==> config.mk <==
export PLATFORM = sky130hd
export DESIGN_NAME = hid_decode
export DESIGN_NICKNAME = d
export VERILOG_FILES = /design/src/verilog/hid_pkg.sv /design/src/verilog/hid_decode.sv /design/src/verilog/hid_poll_match.sv
export SDC_FILE = /design/constraint.sdc
export NUM_CORES = 1
export LEC_CHECK = 0
export BUFFER_PORTS_ARGS = -buffer_cell sky130_fd_sc_hd__buf_2
export CORE_MARGIN = 8
export CORE_UTILIZATION = 35
export CTS_CLUSTER_DIAMETER = 50
export DETAILED_ROUTE_END_ITERATION = 6
export PLACE_DENSITY = 0.67
export SYNTH_ARGS = -nofsm -noshare
export SYNTH_HDL_FRONTEND = slang
export SYNTH_SLANG_ARGS = --single-unit
==> constraint.sdc <==
create_clock -name mclk -period 4.7 [get_ports mclk]
set_input_delay 0.705 -clock mclk [delete_from_list [all_inputs] [get_ports mclk]]
set_output_delay 0.705 -clock mclk [all_outputs]
set_load 0.005 [all_outputs]
==> src/verilog/hid_pkg.sv <==
package hid_pkg;

    // Register byte addresses on the plain port
    localparam logic [7:0] HID_ADDR_DW0 = 8'h00;
    localparam logic [7:0] HID_ADDR_DW1 = 8'h04;
    localparam logic [7:0] HID_ADDR_DW2 = 8'h08;
    localparam logic [7:0] HID_ADDR_DW3 = 8'h0c;
    localparam logic [7:0] HID_ADDR_DW4 = 8'h10;
    localparam logic [7:0] HID_ADDR_STAT = 8'h14;

    // Writable bits per word; reserved bits store and read as zero
    localparam logic [31:0] HID_DW0_WMASK = 32'hffff_fff9;
    localparam logic [31:0] HID_DW1_WMASK = 32'h0000_7fff;
    localparam logic [31:0] HID_DW2_WMASK = 32'h00ff_ffff;
    localparam logic [31:0] HID_DW3_WMASK = 32'hc380_7fff;
    localparam logic [31:0] HID_DW4_WMASK = 32'h0000_00ff;
    localparam logic [31:0] HID_WORD_RESET = 32'h0000_0000;

    // Word 0 fields
    localparam int HID_ARMED_BIT = 0;
    localparam int HID_TOTAL_LO = 3;
    localparam int HID_TOTAL_HI = 17;
    localparam int HID_MAXPKT_LO = 18;
    localparam int HID_MAXPKT_HI = 28;
    localparam int HID_MULT_LO = 29;
    localparam int HID_MULT_HI = 30;
    localparam int HID_EP0_BIT = 31;

    // Word 1 fields
    localparam int HID_EPU_LO = 0;
    localparam int HID_EPU_HI = 2;
    localparam int HID_FADDR_LO = 3;
    localparam int HID_FADDR_HI = 9;
    localparam int HID_TOKEN_LO = 10;
    localparam int HID_TOKEN_HI = 11;
    localparam int HID_KIND_LO = 12;
    localparam int HID_KIND_HI = 13;
    localparam int HID_SPLIT_BIT = 14;

    // Word 2 fields
    localparam int HID_FSEL_LO = 3;
    localparam int HID_FSEL_HI = 7;
    localparam int HID_PTR_LO = 8;
    localparam int HID_PTR_HI = 23;

    // Word 3 fields
    localparam int HID_DONE_LO = 0;
    localparam int HID_DONE_HI = 14;
    localparam int HID_CERR_LO = 23;
    localparam int HID_CERR_HI = 24;
    localparam int HID_TOGGLE_BIT = 25;
    localparam int HID_STOP_BIT = 30;
    localparam int HID_RUN_BIT = 31;

    // Word 4 fields
    localparam int HID_MASK_LO = 0;
    localparam int HID_MASK_HI = 7;

    localparam logic [1:0] HID_KIND_INTR = 2'h3;
    localparam logic [1:0] HID_TOKEN_OUT = 2'h0;
    localparam logic [1:0] HID_TOKEN_IN = 2'h1;

    typedef enum logic [1:0] {
        HID_RES_ACK,
        HID_RES_ERR,
        HID_RES_STALL
    } hid_res_e;

    typedef enum logic [1:0] {
        HID_ST_IDLE,
        HID_ST_ISSUE,
        HID_ST_WAIT
    } hid_state_e;

endpackage

==> src/verilog/hid_decode.sv <==
`timescale 1ns/1ns
module hid_decode (
    input wire logic mclk,
    input wire logic sys_rst,
    input wire logic [7:0] reg_addr,
    input wire logic [31:0] reg_wdata,
    input wire logic reg_wr,
    input wire logic reg_rd,
    output logic [31:0] reg_rdata,
    input wire logic sof_pulse,
    input wire logic [4:0] frame_num,
    input wire logic [2:0] uframe,
    output logic tok_valid,
    output logic [1:0] tok_pid,
    output logic [6:0] tok_faddr,
    output logic [3:0] tok_endpoint,
    output logic tok_split,
    output logic [15:0] tok_ptr,
    output logic [10:0] tok_maxpkt,
    output logic tok_toggle,
    input wire logic res_valid,
    input wire hid_pkg::hid_res_e res_code,
    input wire logic [14:0] res_bytes
);
    import hid_pkg::*;

    typedef struct packed {
        hid_state_e st;
        logic [31:0] dw0;
        logic [31:0] dw1;
        logic [31:0] dw2;
        logic [31:0] dw3;
        logic [31:0] dw4;
        logic [1:0] pkts;
        // Latched microframe, whose mask bit is cleared when done
        logic [2:0] uf;
        logic [31:0] rdata;
    } hid_state_s;

    hid_state_s s;
    hid_state_s next_s;
    logic due;
    logic eligible;
    logic wr0;
    logic wr3;
    logic wr4;
    logic [15:0] sum;
    logic complete;
    logic [1:0] mult;

    hid_poll_match #(
        .FSEL_W(5)
    ) u_poll (
        .frame_sel(s.dw2[HID_FSEL_HI:HID_FSEL_LO]),
        .frame_num(frame_num),
        .schedule_mask(s.dw4[HID_MASK_HI:HID_MASK_LO]),
        .uframe(uframe),
        .due(due)
    );

    // Write decodes let a software set win over the controller clears after an ACK
    assign wr0 = reg_wr && reg_addr == HID_ADDR_DW0;
    assign wr3 = reg_wr && reg_addr == HID_ADDR_DW3;
    assign wr4 = reg_wr && reg_addr == HID_ADDR_DW4;
    assign mult = s.dw0[HID_MULT_HI:HID_MULT_LO];

    // Stopped or disarmed descriptors are never touched
    assign eligible = s.dw0[HID_ARMED_BIT] && s.dw3[HID_RUN_BIT]
        && !s.dw3[HID_STOP_BIT];

    assign sum = {1'b0, s.dw3[HID_DONE_HI:HID_DONE_LO]} + {1'b0, res_bytes};
    // Short packet or total reached ends the whole descriptor
    assign complete = (sum >= {1'b0, s.dw0[HID_TOTAL_HI:HID_TOTAL_LO]})
        || (res_bytes < {4'h0, s.dw0[HID_MAXPKT_HI:HID_MAXPKT_LO]});

    // Mult of zero is undefined; issuing nothing is the safe reading
    assign tok_valid = s.st == HID_ST_ISSUE && eligible && s.pkts < mult;
    assign tok_pid = s.dw1[HID_TOKEN_HI:HID_TOKEN_LO];
    assign tok_faddr = s.dw1[HID_FADDR_HI:HID_FADDR_LO];
    assign tok_endpoint = {s.dw1[HID_EPU_HI:HID_EPU_LO], s.dw0[HID_EP0_BIT]};
    assign tok_split = s.dw1[HID_SPLIT_BIT];
    assign tok_ptr = s.dw2[HID_PTR_HI:HID_PTR_LO];
    assign tok_maxpkt = s.dw0[HID_MAXPKT_HI:HID_MAXPKT_LO];
    assign tok_toggle = s.dw3[HID_TOGGLE_BIT];
    assign reg_rdata = s.rdata;

    always_comb
    begin
        next_s = s;
        next_s.rdata = '0;
        if (reg_rd)
        begin
            case (reg_addr)
                HID_ADDR_DW0: next_s.rdata = s.dw0;
                HID_ADDR_DW1: next_s.rdata = s.dw1;
                HID_ADDR_DW2: next_s.rdata = s.dw2;
                HID_ADDR_DW3: next_s.rdata = s.dw3;
                HID_ADDR_DW4: next_s.rdata = s.dw4;
                HID_ADDR_STAT: next_s.rdata = {25'h0, s.uf, s.pkts, s.st};
                default: next_s.rdata = '0;
            endcase
        end
        // Software first; controller updates below override its fields, except an ACK clear of a bit that software sets in the same cycle
        if (reg_wr)
        begin
            case (reg_addr)
                HID_ADDR_DW0: next_s.dw0 = reg_wdata & HID_DW0_WMASK;
                HID_ADDR_DW1: next_s.dw1 = reg_wdata & HID_DW1_WMASK;
                HID_ADDR_DW2: next_s.dw2 = reg_wdata & HID_DW2_WMASK;
                HID_ADDR_DW3: next_s.dw3 = reg_wdata & HID_DW3_WMASK;
                HID_ADDR_DW4: next_s.dw4 = reg_wdata & HID_DW4_WMASK;
                default: next_s = next_s;
            endcase
        end
        case (s.st)
            HID_ST_IDLE:
            begin
                if (sof_pulse && eligible && due)
                begin
                    next_s.pkts = '0;
                    next_s.uf = uframe;
                    next_s.st = HID_ST_ISSUE;
                end
            end
            HID_ST_ISSUE:
            begin
                if (tok_valid)
                begin
                    next_s.pkts = s.pkts + 2'h1;
                    next_s.st = HID_ST_WAIT;
                end
                else
                begin
                    next_s.st = HID_ST_IDLE;
                end
            end
            HID_ST_WAIT:
            begin
                if (res_valid)
                begin
                    next_s.st = HID_ST_IDLE;
                    case (res_code)
                        HID_RES_ACK:
                        begin
                            next_s.dw3[HID_TOGGLE_BIT] = !s.dw3[HID_TOGGLE_BIT];
                            // Intermediate total kept between packets
                            next_s.dw3[HID_DONE_HI:HID_DONE_LO] = sum[14:0];
                            if (complete)
                            begin
                                // A set by software in this cycle wins
                                if (!(wr0 && reg_wdata[HID_ARMED_BIT]))
                                    next_s.dw0[HID_ARMED_BIT] = 1'b0;
                                if (!(wr3 && reg_wdata[HID_RUN_BIT]))
                                    next_s.dw3[HID_RUN_BIT] = 1'b0;
                                if (!(wr4 && reg_wdata[s.uf]))
                                    next_s.dw4[s.uf] = 1'b0;
                            end
                            else if (s.pkts < mult)
                            begin
                                next_s.st = HID_ST_ISSUE;
                            end
                            else if (!(wr4 && reg_wdata[s.uf]))
                            begin
                                next_s.dw4[s.uf] = 1'b0;
                            end
                        end
                        HID_RES_ERR:
                        begin
                            // Zero counter means unlimited retries
                            if (s.dw3[HID_CERR_HI:HID_CERR_LO] != 2'h0)
                                next_s.dw3[HID_CERR_HI:HID_CERR_LO] =
                                    s.dw3[HID_CERR_HI:HID_CERR_LO] - 2'h1;
                            if (s.dw3[HID_CERR_HI:HID_CERR_LO] == 2'h1)
                            begin
                                next_s.dw3[HID_STOP_BIT] = 1'b1;
                                next_s.dw0[HID_ARMED_BIT] = 1'b0;
                                next_s.dw3[HID_RUN_BIT] = 1'b0;
                            end
                        end
                        HID_RES_STALL:
                        begin
                            // Stall is final, unlike errors; no retry count applies
                            next_s.dw3[HID_STOP_BIT] = 1'b1;
                            next_s.dw0[HID_ARMED_BIT] = 1'b0;
                            next_s.dw3[HID_RUN_BIT] = 1'b0;
                        end
                        default: next_s.st = HID_ST_IDLE;
                    endcase
                end
            end
            default: next_s.st = HID_ST_IDLE;
        endcase
    end

    always_ff @(posedge mclk)
    begin
        if (sys_rst)
        begin
            s.st <= HID_ST_IDLE;
            s.dw0 <= HID_WORD_RESET;
            s.dw1 <= HID_WORD_RESET;
            s.dw2 <= HID_WORD_RESET;
            s.dw3 <= HID_WORD_RESET;
            s.dw4 <= HID_WORD_RESET;
            s.pkts <= '0;
            s.uf <= '0;
            s.rdata <= '0;
        end
        else
        begin
            s <= next_s;
        end
    end

    run_mirror_a: assert property (@(posedge mclk) disable iff (sys_rst)
        $fell(s.dw0[HID_ARMED_BIT]) && !$past(wr0) |-> !s.dw3[HID_RUN_BIT])
    else $error("run flag not cleared with armed flag");

    stall_halts_a: assert property (@(posedge mclk) disable iff (sys_rst)
        s.st == HID_ST_WAIT && res_valid && res_code == HID_RES_STALL
        |=> s.dw3[HID_STOP_BIT] && !s.dw0[HID_ARMED_BIT])
    else $error("stall did not halt descriptor");

    toggle_next_a: assert property (@(posedge mclk) disable iff (sys_rst)
        s.st == HID_ST_WAIT && res_valid && res_code == HID_RES_ACK && !wr3
        |=> s.dw3[HID_TOGGLE_BIT] != $past(s.dw3[HID_TOGGLE_BIT]))
    else $error("toggle not advanced after ack");

    error_count_a: assert property (@(posedge mclk) disable iff (sys_rst)
        s.st == HID_ST_WAIT && res_valid && res_code == HID_RES_ERR && !wr3
        && s.dw3[HID_CERR_HI:HID_CERR_LO] == 2'h2
        |=> s.dw3[HID_CERR_HI:HID_CERR_LO] == 2'h1 && !s.dw3[HID_STOP_BIT])
    else $error("error counter step wrong");

    byte_total_a: assert property (@(posedge mclk) disable iff (sys_rst)
        s.st == HID_ST_WAIT && res_valid && res_code == HID_RES_ACK && !wr3
        |=> s.dw3[HID_DONE_HI:HID_DONE_LO]
            == $past(s.dw3[HID_DONE_HI:HID_DONE_LO]) + $past(res_bytes))
    else $error("done count not accumulated");

    skip_idle_a: assert property (@(posedge mclk) disable iff (sys_rst)
        tok_valid |-> s.dw0[HID_ARMED_BIT] && !s.dw3[HID_STOP_BIT])
    else $error("token issued for inactive descriptor");

    mask_gate_a: assert property (@(posedge mclk) disable iff (sys_rst)
        s.st == HID_ST_IDLE && sof_pulse && !s.dw4[uframe] |=> s.st == HID_ST_IDLE)
    else $error("issue started for unmasked microframe");

    mult_bound_a: assert property (@(posedge mclk) disable iff (sys_rst)
        s.st == HID_ST_WAIT && res_valid && res_code == HID_RES_ACK
        && s.pkts == mult |=> s.st == HID_ST_IDLE)
    else $error("more packets than multiplier allows");

    poll_zero_a: assert property (@(posedge mclk) disable iff (sys_rst)
        s.dw2[HID_FSEL_HI:HID_FSEL_LO] == '0 && s.dw4[uframe] |-> due)
    else $error("zero selector missed a masked microframe");

    err_halt_a: assert property (@(posedge mclk) disable iff (sys_rst)
        s.st == HID_ST_WAIT && res_valid && res_code == HID_RES_ERR
        && s.dw3[HID_CERR_HI:HID_CERR_LO] == 2'h1
        |=> s.dw3[HID_STOP_BIT] && !s.dw0[HID_ARMED_BIT] && !s.dw3[HID_RUN_BIT])
    else $error("last allowed error did not halt");

    err_unlimited_a: assert property (@(posedge mclk) disable iff (sys_rst)
        s.st == HID_ST_WAIT && res_valid && res_code == HID_RES_ERR && !wr3
        && s.dw3[HID_CERR_HI:HID_CERR_LO] == 2'h0
        |=> !s.dw3[HID_STOP_BIT] && s.dw3[HID_CERR_HI:HID_CERR_LO] == 2'h0)
    else $error("zero error counter changed or halted");

    done_disarm_a: assert property (@(posedge mclk) disable iff (sys_rst)
        s.st == HID_ST_WAIT && res_valid && res_code == HID_RES_ACK && complete && !wr0
        |=> !s.dw0[HID_ARMED_BIT])
    else $error("armed flag kept after completion");

    mask_spent_a: assert property (@(posedge mclk) disable iff (sys_rst)
        s.st == HID_ST_WAIT && res_valid && res_code == HID_RES_ACK && !complete
        && s.pkts == mult && !wr4
        |=> !s.dw4[s.uf] && s.dw0[HID_ARMED_BIT])
    else $error("spent microframe not cleared");

endmodule

==> src/verilog/hid_poll_match.sv <==
`timescale 1ns/1ns
module hid_poll_match #(
    parameter int FSEL_W = 5
) (
    input wire logic [FSEL_W-1:0] frame_sel,
    input wire logic [FSEL_W-1:0] frame_num,
    input wire logic [7:0] schedule_mask,
    input wire logic [2:0] uframe,
    output logic due
);
    logic [FSEL_W-1:0] period_mask;
    logic frame_hit;

    // Period in ms is twice the top set bit of the selector, so the
    // compare covers every bit up to and including that top bit
    genvar i;
    generate
        for (i = 0; i < FSEL_W; i++)
        begin : g_pmask
            assign period_mask[i] = |frame_sel[FSEL_W-1:i];
        end
    endgenerate

    // Zero selector means every millisecond; the mask picks microframes
    assign frame_hit = ((frame_num ^ frame_sel) & period_mask) == '0;
    assign due = frame_hit && schedule_mask[uframe];
endmodule

### Word level (Yosys, flattened, before mapping)

Cells that the tools add are included.

| storage, ports and cells | value |
|---|---|
| input bits | 71 |
| flip-flop bits (word level) | 160 |
| logic and storage cells | 111 |
| output and inout port bits | 75 |

| cells by class | value |
|---|---|
| $lt $le $gt $ge | 6 |
| reductions and logical operators | 29 |
| bitwise logic cells | 4 |
| equal/unequal tests | 10 |
| muxes and demuxes | 49 |
| add/sub/neg operators | 3 |

Operators with widths:

| operator | number |
|---|---|
| two-way mux 32 bit | 6 |
| one-hot mux 32 bit (6 select lines) | 1 |
| two-way mux 166 bit | 1 |
| two-way mux 47 bit | 3 |
| AND 32 bit | 1 |
| inverter 8 -> 32 bit | 1 |
| two-way mux 24 bit | 1 |
| two-way mux 2 bit | 9 |
| adder 15 x 15 -> 16 bit | 1 |
| == test 8 x 4 -> 1 bit (second input constant) | 2 |
| == test 8 x 5 -> 1 bit (second input constant) | 2 |
| greater-or-equal comparator 16 x 15 -> 1 bit | 1 |
| less-than comparator 15 x 11 -> 1 bit | 1 |
| two-way mux 1 bit | 15 |
| two-way mux 15 bit | 1 |
| logical AND 1 bit | 14 |
| two-way mux 3 bit | 3 |
| == test 8 x 3 -> 1 bit (second input constant) | 1 |
| logical NOT 8 bit | 1 |
| binary-select mux 1 bit (select 3 bit) | 2 |
| == test 2 x 1 -> 1 bit (second input constant) | 3 |
| less-than comparator 3 x 6 -> 1 bit (second input constant) | 1 |
| one-hot mux 1 bit (3 select lines) | 2 |
| one-hot mux 2 bit (3 select lines) | 1 |
| other kinds (22) | 27 |

### Longest topological paths before layout

| logic depth | value |
|---|---|
| depth in word-level cells | 12 |
| gate-level depth with buffers | 14 |
| gate-level depth less buffers | 14 |

### By module

A second synthesis with hierarchy kept.

| second synthesis, totals | value |
|---|---|
| cells, all modules | 937 |
| area, all modules | 7716.2 um^2 |

By module, submodules not included:

| module | sequential area each (um^2) | cells each | instances | area each (um^2) |
|---|---|---|---|---|
| hid_decode | 2722.6 | 922 | 1 | 7579.8 |
| hid_poll_match | 0.0 | 15 | 1 | 136.4 |

### Worst setup path before layout

Ideal clock, no wire load.

| timing path | value |
|---|---|
| path type | input -> register |
| start | input res_bytes[0] |
| end | register s[41] (netlist name) |
| library setup time | 0.091 ns |
| stages on the path | 14 |
| arrival time | 3.799 ns |
| data required time | 4.609 ns |
| setup slack | 0.810 ns |
| path buffers | 0 |
| cell sequence | ha_1 > fa_1 > a211oi_1 > o21ai_0 > a21oi_1 > a21oi_1 > a31oi_1 > xnor2_1 > ha_1 > a211oi_1 > o311ai_0 > a211oi_1 > nand3_1 > a311oi_1 |

| on the way | value |
|---|---|
| word-level cells in the longest chain between the ends | 7 |
| elaborated cells between the ends (all ways) | 8 |
| those cells by class | 1 x add/sub; 2 x order compare; 4 x mux; 1 x reduce/logical |

Ends and longest elaborated chain:

| item | line | source |
|---|---|---|
| from (decl) | hid_decode.sv:23 | `input wire logic [14:0] res_bytes` |
| adder 15 x 15 -> 16 bit | hid_decode.sv:71 | `assign sum = {1'b0, s.dw3[HID_DONE_HI:HID_DONE_LO]} + {1'b0, res_bytes};` |
| greater-or-equal comparator 16 x 15 -> 1 bit | hid_decode.sv:73 | `assign complete = (sum >= {1'b0, s.dw0[HID_TOTAL_HI:HID_TOTAL_LO]})` |
| logical OR 1 bit * | hid_decode.sv:74 | `\|\| (res_bytes < {4'h0, s.dw0[HID_MAXPKT_HI:HID_MAXPKT_LO]});` |
| two-way mux 32 bit * | hid_decode.sv:148 | `if (complete)` |
| two-way mux 47 bit * | hid_decode.sv:142 | `case (res_code)` |
| two-way mux 47 bit * | hid_decode.sv:139 | `if (res_valid)` |
| two-way mux 47 bit * | hid_decode.sv:115 | `case (s.st)` |
| to (signal assigned) | hid_decode.sv:211 | `s <= next_s;` |
| to (decl) | hid_decode.sv:40 | `hid_state_s s;` |

Mark *: on every way between the ends. The rest lies on a longest branch, timed or not.
A chain may end at the register's enable or synchronous reset.

### Worst setup path in the final report

| timing path | value |
|---|---|
| start | input res_bytes[0] |
| end | register s[43] (netlist name) |

The elaborated chain is that of the path after synthesis.

==> tab_implementation.tex <==
\begin{tabular}{lr}
\hline
Metric & Value \\
\hline
\multicolumn{2}{l}{\textbf{Run status}} \\
Run status & finished, final reports clean \\
\multicolumn{2}{l}{\textbf{Setup path}} \\
WP data required & a little over 5 ns \\
Critical Path Sink Type & register \\
Type of the worst setup path & in2reg \\
Maximum net fanout on the critical path & 8 \\
Minimum setup slack among reg-to-reg paths & 0.62 ns \\
Critical register-to-register path startpoint & s[69]\$\_SDFF\_PP0\_ \\
Count of cells along the worst register-to-register path & 16 \\
Worst setup startpoint & res\_bytes[0] \\
Endpoint of the worst-slack reg-to-reg timing path & s[43]\$\_SDFF\_PP0\_ \\
Arr. time, crit path & 4.45 ns \\
Critical Path Source Type & input pin \\
\multicolumn{2}{l}{\textbf{Global routing}} \\
GRT Residual Overflow & 0 \\
Antenna violations before repair & 0 \\
Wire length of the first global-routing pass & 37720 um \\
GRT Overall Usage & approximately 18\% \\
Number of global-route vias before repair & 6652 \\
Maximum number of pins on one net before global-route repair & 72 \\
\multicolumn{2}{l}{\textbf{Detailed routing}} \\
Final routed DRC violation total & 0 \\
Avg Vias per Cell & 5.316 \\
Via total after detailed routing & 6789 \\
Routed wire per std cell & 19.03 um \\
Number of iterations in the first detailed-routing pass & 6 \\
Antenna-violating nets left & 0 \\
Routed Wire Length & 24300 um \\
First-iteration detailed-routing DRC count & $\sim$500 \\
\multicolumn{2}{l}{\textbf{Timing}} \\
Transition time at the pin with the least slew margin & 0.8848 ns \\
Final setup skew & 0.009921 ns \\
Unrepaired setup endpoints after global routing & false \\
Worst Setup Slack, final & 0.5792 ns \\
Tightest slew margin relative to the limit & 41.02\% \\
Maximum clock rate & 242.7 MHz \\
Final hold violations & 0 \\
Fraction of the cycle the final worst path needs & 87.68\% \\
Tmin final & slightly above 4 ns \\
Setup Total Neg Slack & 0 ns \\
Final count of pins violating max slew & 0 \\
Final setup violation count & 0 \\
\multicolumn{2}{l}{\textbf{Clock tree}} \\
Number of H-tree branching levels & 4 \\
Longest Clk Path Bufs & 2 \\
Count of buffers added by post-CTS timing repair for setup & 0 \\
TritonCTS Buffers & 17 \\
Clock tree from TritonCTS & done \\
Post-CTS Hold Fix Bufs & 0 \\
Clock-pin slew of the registers on the worst-case setup and hold paths & 0.07 ns \\
TritonCTS Sinks & 136 \\
Cell at the root of the clock tree & sky130\_fd\_sc\_hd\_\_clkbuf\_16 \\
Clock latency at the later pin of the worst-skew pair & 0.43 ns \\
Post-CTS Resized & 0 \\
\multicolumn{2}{l}{\textbf{Floorplan}} \\
Core Footprint & around 22000 um\^{}2 \\
Die Ht & 164.2 um \\
Starting Density & 35.42\% \\
Top-Level Pins & 146 \\
Number of placement rows & 54 \\
Die area & roughly 27000 um\^{}2 \\
Horiz. Die Dim & approximately 160 um \\
\multicolumn{2}{l}{\textbf{Yosys}} \\
Count of flip-flops with a built-in enable after synthesis & 0 \\
Sequential-to-total area share from yosys stat & 35.44\% \\
Synth Net Count & 1043 \\
Number of synthesized register bits & 136 \\
Mapped Cells & 926 \\
Library cells used by synthesis & 69 \\
Prevailing post-synth register cell & sky130\_fd\_sc\_hd\_\_dfxtp\_1 \\
Mean Syn Cell Area & 8.296 um\^{}2 \\
Combined area of all synthesized cells & 7682 um\^{}2 \\
Share of flip-flops with an asynchronous set or reset after synthesis & 0\% \\
Synthesis Warnings & 0 \\
\multicolumn{2}{l}{\textbf{Power and ir drop}} \\
Design Power & approximately 0.0028 W \\
Worst IR Drop VDD & 0.2003 mV \\
Static leakage power & 3.355 nW \\
Total power divided by cell area & 322.3 nW/um\^{}2 \\
\multicolumn{2}{l}{\textbf{Placement}} \\
Post-Place Worst Slack & 0.2491 ns \\
Estimated wirelength of the detail-placed design & 18070 um \\
Routability-driven placement congestion ratio & between 0.9 and 1 \\
Count of port buffers added during placement & 145 \\
\multicolumn{2}{l}{\textbf{Final layout}} \\
Post-layout utilization of the core & 40.21\% \\
Number of nets at the end of the flow & 1100 \\
Area growth from synthesis to layout & 13.52\% \\
Share of layout cells above drive strength 1 & 21.89\% \\
\multicolumn{2}{l}{\textbf{Job}} \\
Count of maximum capacitance violations & 0 \\
\multicolumn{2}{l}{\textbf{Worst hold path}} \\
Min-delay src & s[103]\$\_SDFFE\_PP0P\_ \\
Hold EP & s[103]\$\_SDFFE\_PP0P\_ \\
Path class of the lowest-slack min-delay path & reg2reg \\
Worst hold path cell count & 2 \\
\hline
\end{tabular}
[cell families (layout without fill, tap and decap cells)]
family	Yosys count	count (layout)	share of synthesized area, %
flip-flops	136	136	35.44
buffers and inverters	160	230	12.46
adder cells (fa/ha/maj)	46	46	7.590
AND/OR/NAND/NOR	312	312	18.81
multiplexers	23	23	4.495
other	0	1	0
XOR/XNOR	13	13	1.482
AO/OA/AOI/OAI	236	236	19.72
[cells in the mapped netlist (all sizes together) (2+ instances only)]
library cell	n	area share [%]
o21a	8	0.78
and3	5	0.41
buf	88	8.6
a22oi	21	2.1
ha	45	7.3
o32ai	2	0.23
o211ai	3	0.29
nor2	38	1.9
or3b	2	0.23
o21ai	12	0.78
mux2i	12	1.6
a311oi	20	2.3
xnor2	8	0.91
a32oi	2	0.23
nand2b	9	0.73
nand4	5	0.41
inv	38	1.9
nor4b	2	0.50
nand2	200	9.8
nand3	9	0.59
o221ai	2	0.23
a211oi	12	1.3
nor2b	6	0.49
nor4	3	0.44
and3b	3	0.36
a31oi	9	0.73
or4	2	0.24
a21o	9	0.88
mux2	2	0.29
a21boi	2	0.20
a222oi	7	0.91
nand4b	2	0.23
nor3	5	0.47
xor2	5	0.57
nand3b	2	0.20
o21bai	2	0.20
a21oi	116	7.6
nor3b	3	0.29
o31ai	3	0.29
clkbuf	34	2.1
and2	11	0.93
and4b	3	0.46
dfxtp	136	35
mux4	9	2.6
a221oi	2	0.23
[final cells by class]
type	count	area, um^2
clock buffers	18	439.2
clock inverters	14	220.2
well taps	280	350.3
fillers	2171	12970
flip-flops and latches	136	2723
diodes	1	2.502
inverters	38	142.6
repair buffers	160	840.8
multi-input cells	630	4003
[power breakdown]
group,total [W],switching [W],internal [W]
sequential,0.00115,0.00000102,0.00115
combinational,0.000152,0.0000940,0.0000584
clock,0.00150,0.000544,0.000960
total,0.00281,0.000639,0.00217
[flip-flops by register name, summed over array words and instances, names as in the netlist]
| signal | cells |
|---|---|
| s | 60 |
| reg_rdata | 32 |
| tok_ptr | 16 |
| tok_maxpkt | 11 |
| tok_faddr | 7 |
| tok_endpoint | 4 |
| mult | 2 |
| tok_pid | 2 |
| tok_split | 1 |
| tok_toggle | 1 |
[placed cells by master (no fill, tap or decap), types with 11 or more instances in the layout]
cell and n:
sky130_fd_sc_hd__a211oi_1 11, sky130_fd_sc_hd__a21oi_1 115, sky130_fd_sc_hd__a22oi_1 21, sky130_fd_sc_hd__a311oi_1 20, sky130_fd_sc_hd__buf_2 144, sky130_fd_sc_hd__buf_4 16
sky130_fd_sc_hd__clkbuf_16 17, sky130_fd_sc_hd__dfxtp_1 136, sky130_fd_sc_hd__ha_1 45, sky130_fd_sc_hd__inv_1 38, sky130_fd_sc_hd__mux2i_1 12, sky130_fd_sc_hd__nand2_1 200
sky130_fd_sc_hd__nor2_1 38, sky130_fd_sc_hd__o21ai_0 12
[per-stage QoR]
step / hold WS [ns] / instances / instance area (um^2)
3_5_place_dp: 0.4478 / 1244 / 8059
5_1_grt: 0.4775 / 1276 / 8718
2_1_floorplan: 0.4360 / 926 / 7682
4_1_cts: 0.4567 / 1276 / 8718
6_report: 0.4557 / 1277 / 8721
3_3_place_gp: 0.4410 / 1244 / 8059
[worst max path at each step]
| stage | end | slack, ns | cells past startpoint |
|---|---|---|---|
| finish | s[43]$_SDFF_PP0_ | 0.58 | 17 |
| global route | s[43]$_SDFF_PP0_ | 0.32 | 17 |
| CTS | s[43]$_SDFF_PP0_ | 0.66 | 17 |
| detailed placement | s[43]$_SDFF_PP0_ | 0.25 | 17 |
| global placement | s[41]$_SDFF_PP0_ | 0.42 | 17 |
| floorplan | s[41]$_SDFF_PP0_ | 0.81 | 14 |
[worst max-delay path: stages]
cell,delay (ns)
sky130_fd_sc_hd__buf_2,0.12
sky130_fd_sc_hd__ha_1,0.24
sky130_fd_sc_hd__fa_1,0.45
sky130_fd_sc_hd__a211oi_1,0.37
sky130_fd_sc_hd__o21ai_0,0.15
sky130_fd_sc_hd__a21oi_1,0.24
sky130_fd_sc_hd__a21oi_1,0.17
sky130_fd_sc_hd__a31oi_1,0.22
sky130_fd_sc_hd__xnor2_1,0.14
sky130_fd_sc_hd__ha_1,0.26
sky130_fd_sc_hd__a211oi_1,0.23
sky130_fd_sc_hd__o311ai_0,0.17
sky130_fd_sc_hd__a211oi_1,0.23
sky130_fd_sc_hd__buf_4,0.19
sky130_fd_sc_hd__nand3_1,0.08
sky130_fd_sc_hd__buf_4,0.19
sky130_fd_sc_hd__a311oi_1,0.30
[per-layer routing]
layer	wire length [um]	part of all wire [%]	global-route usage, %
met4	607	2.5	6.364
met2	11840	49	31.05
met3	1778	7.3	4.261
met1	10070	41	21.90
met5	0	0	0
(Power assumes the default switching activity.)
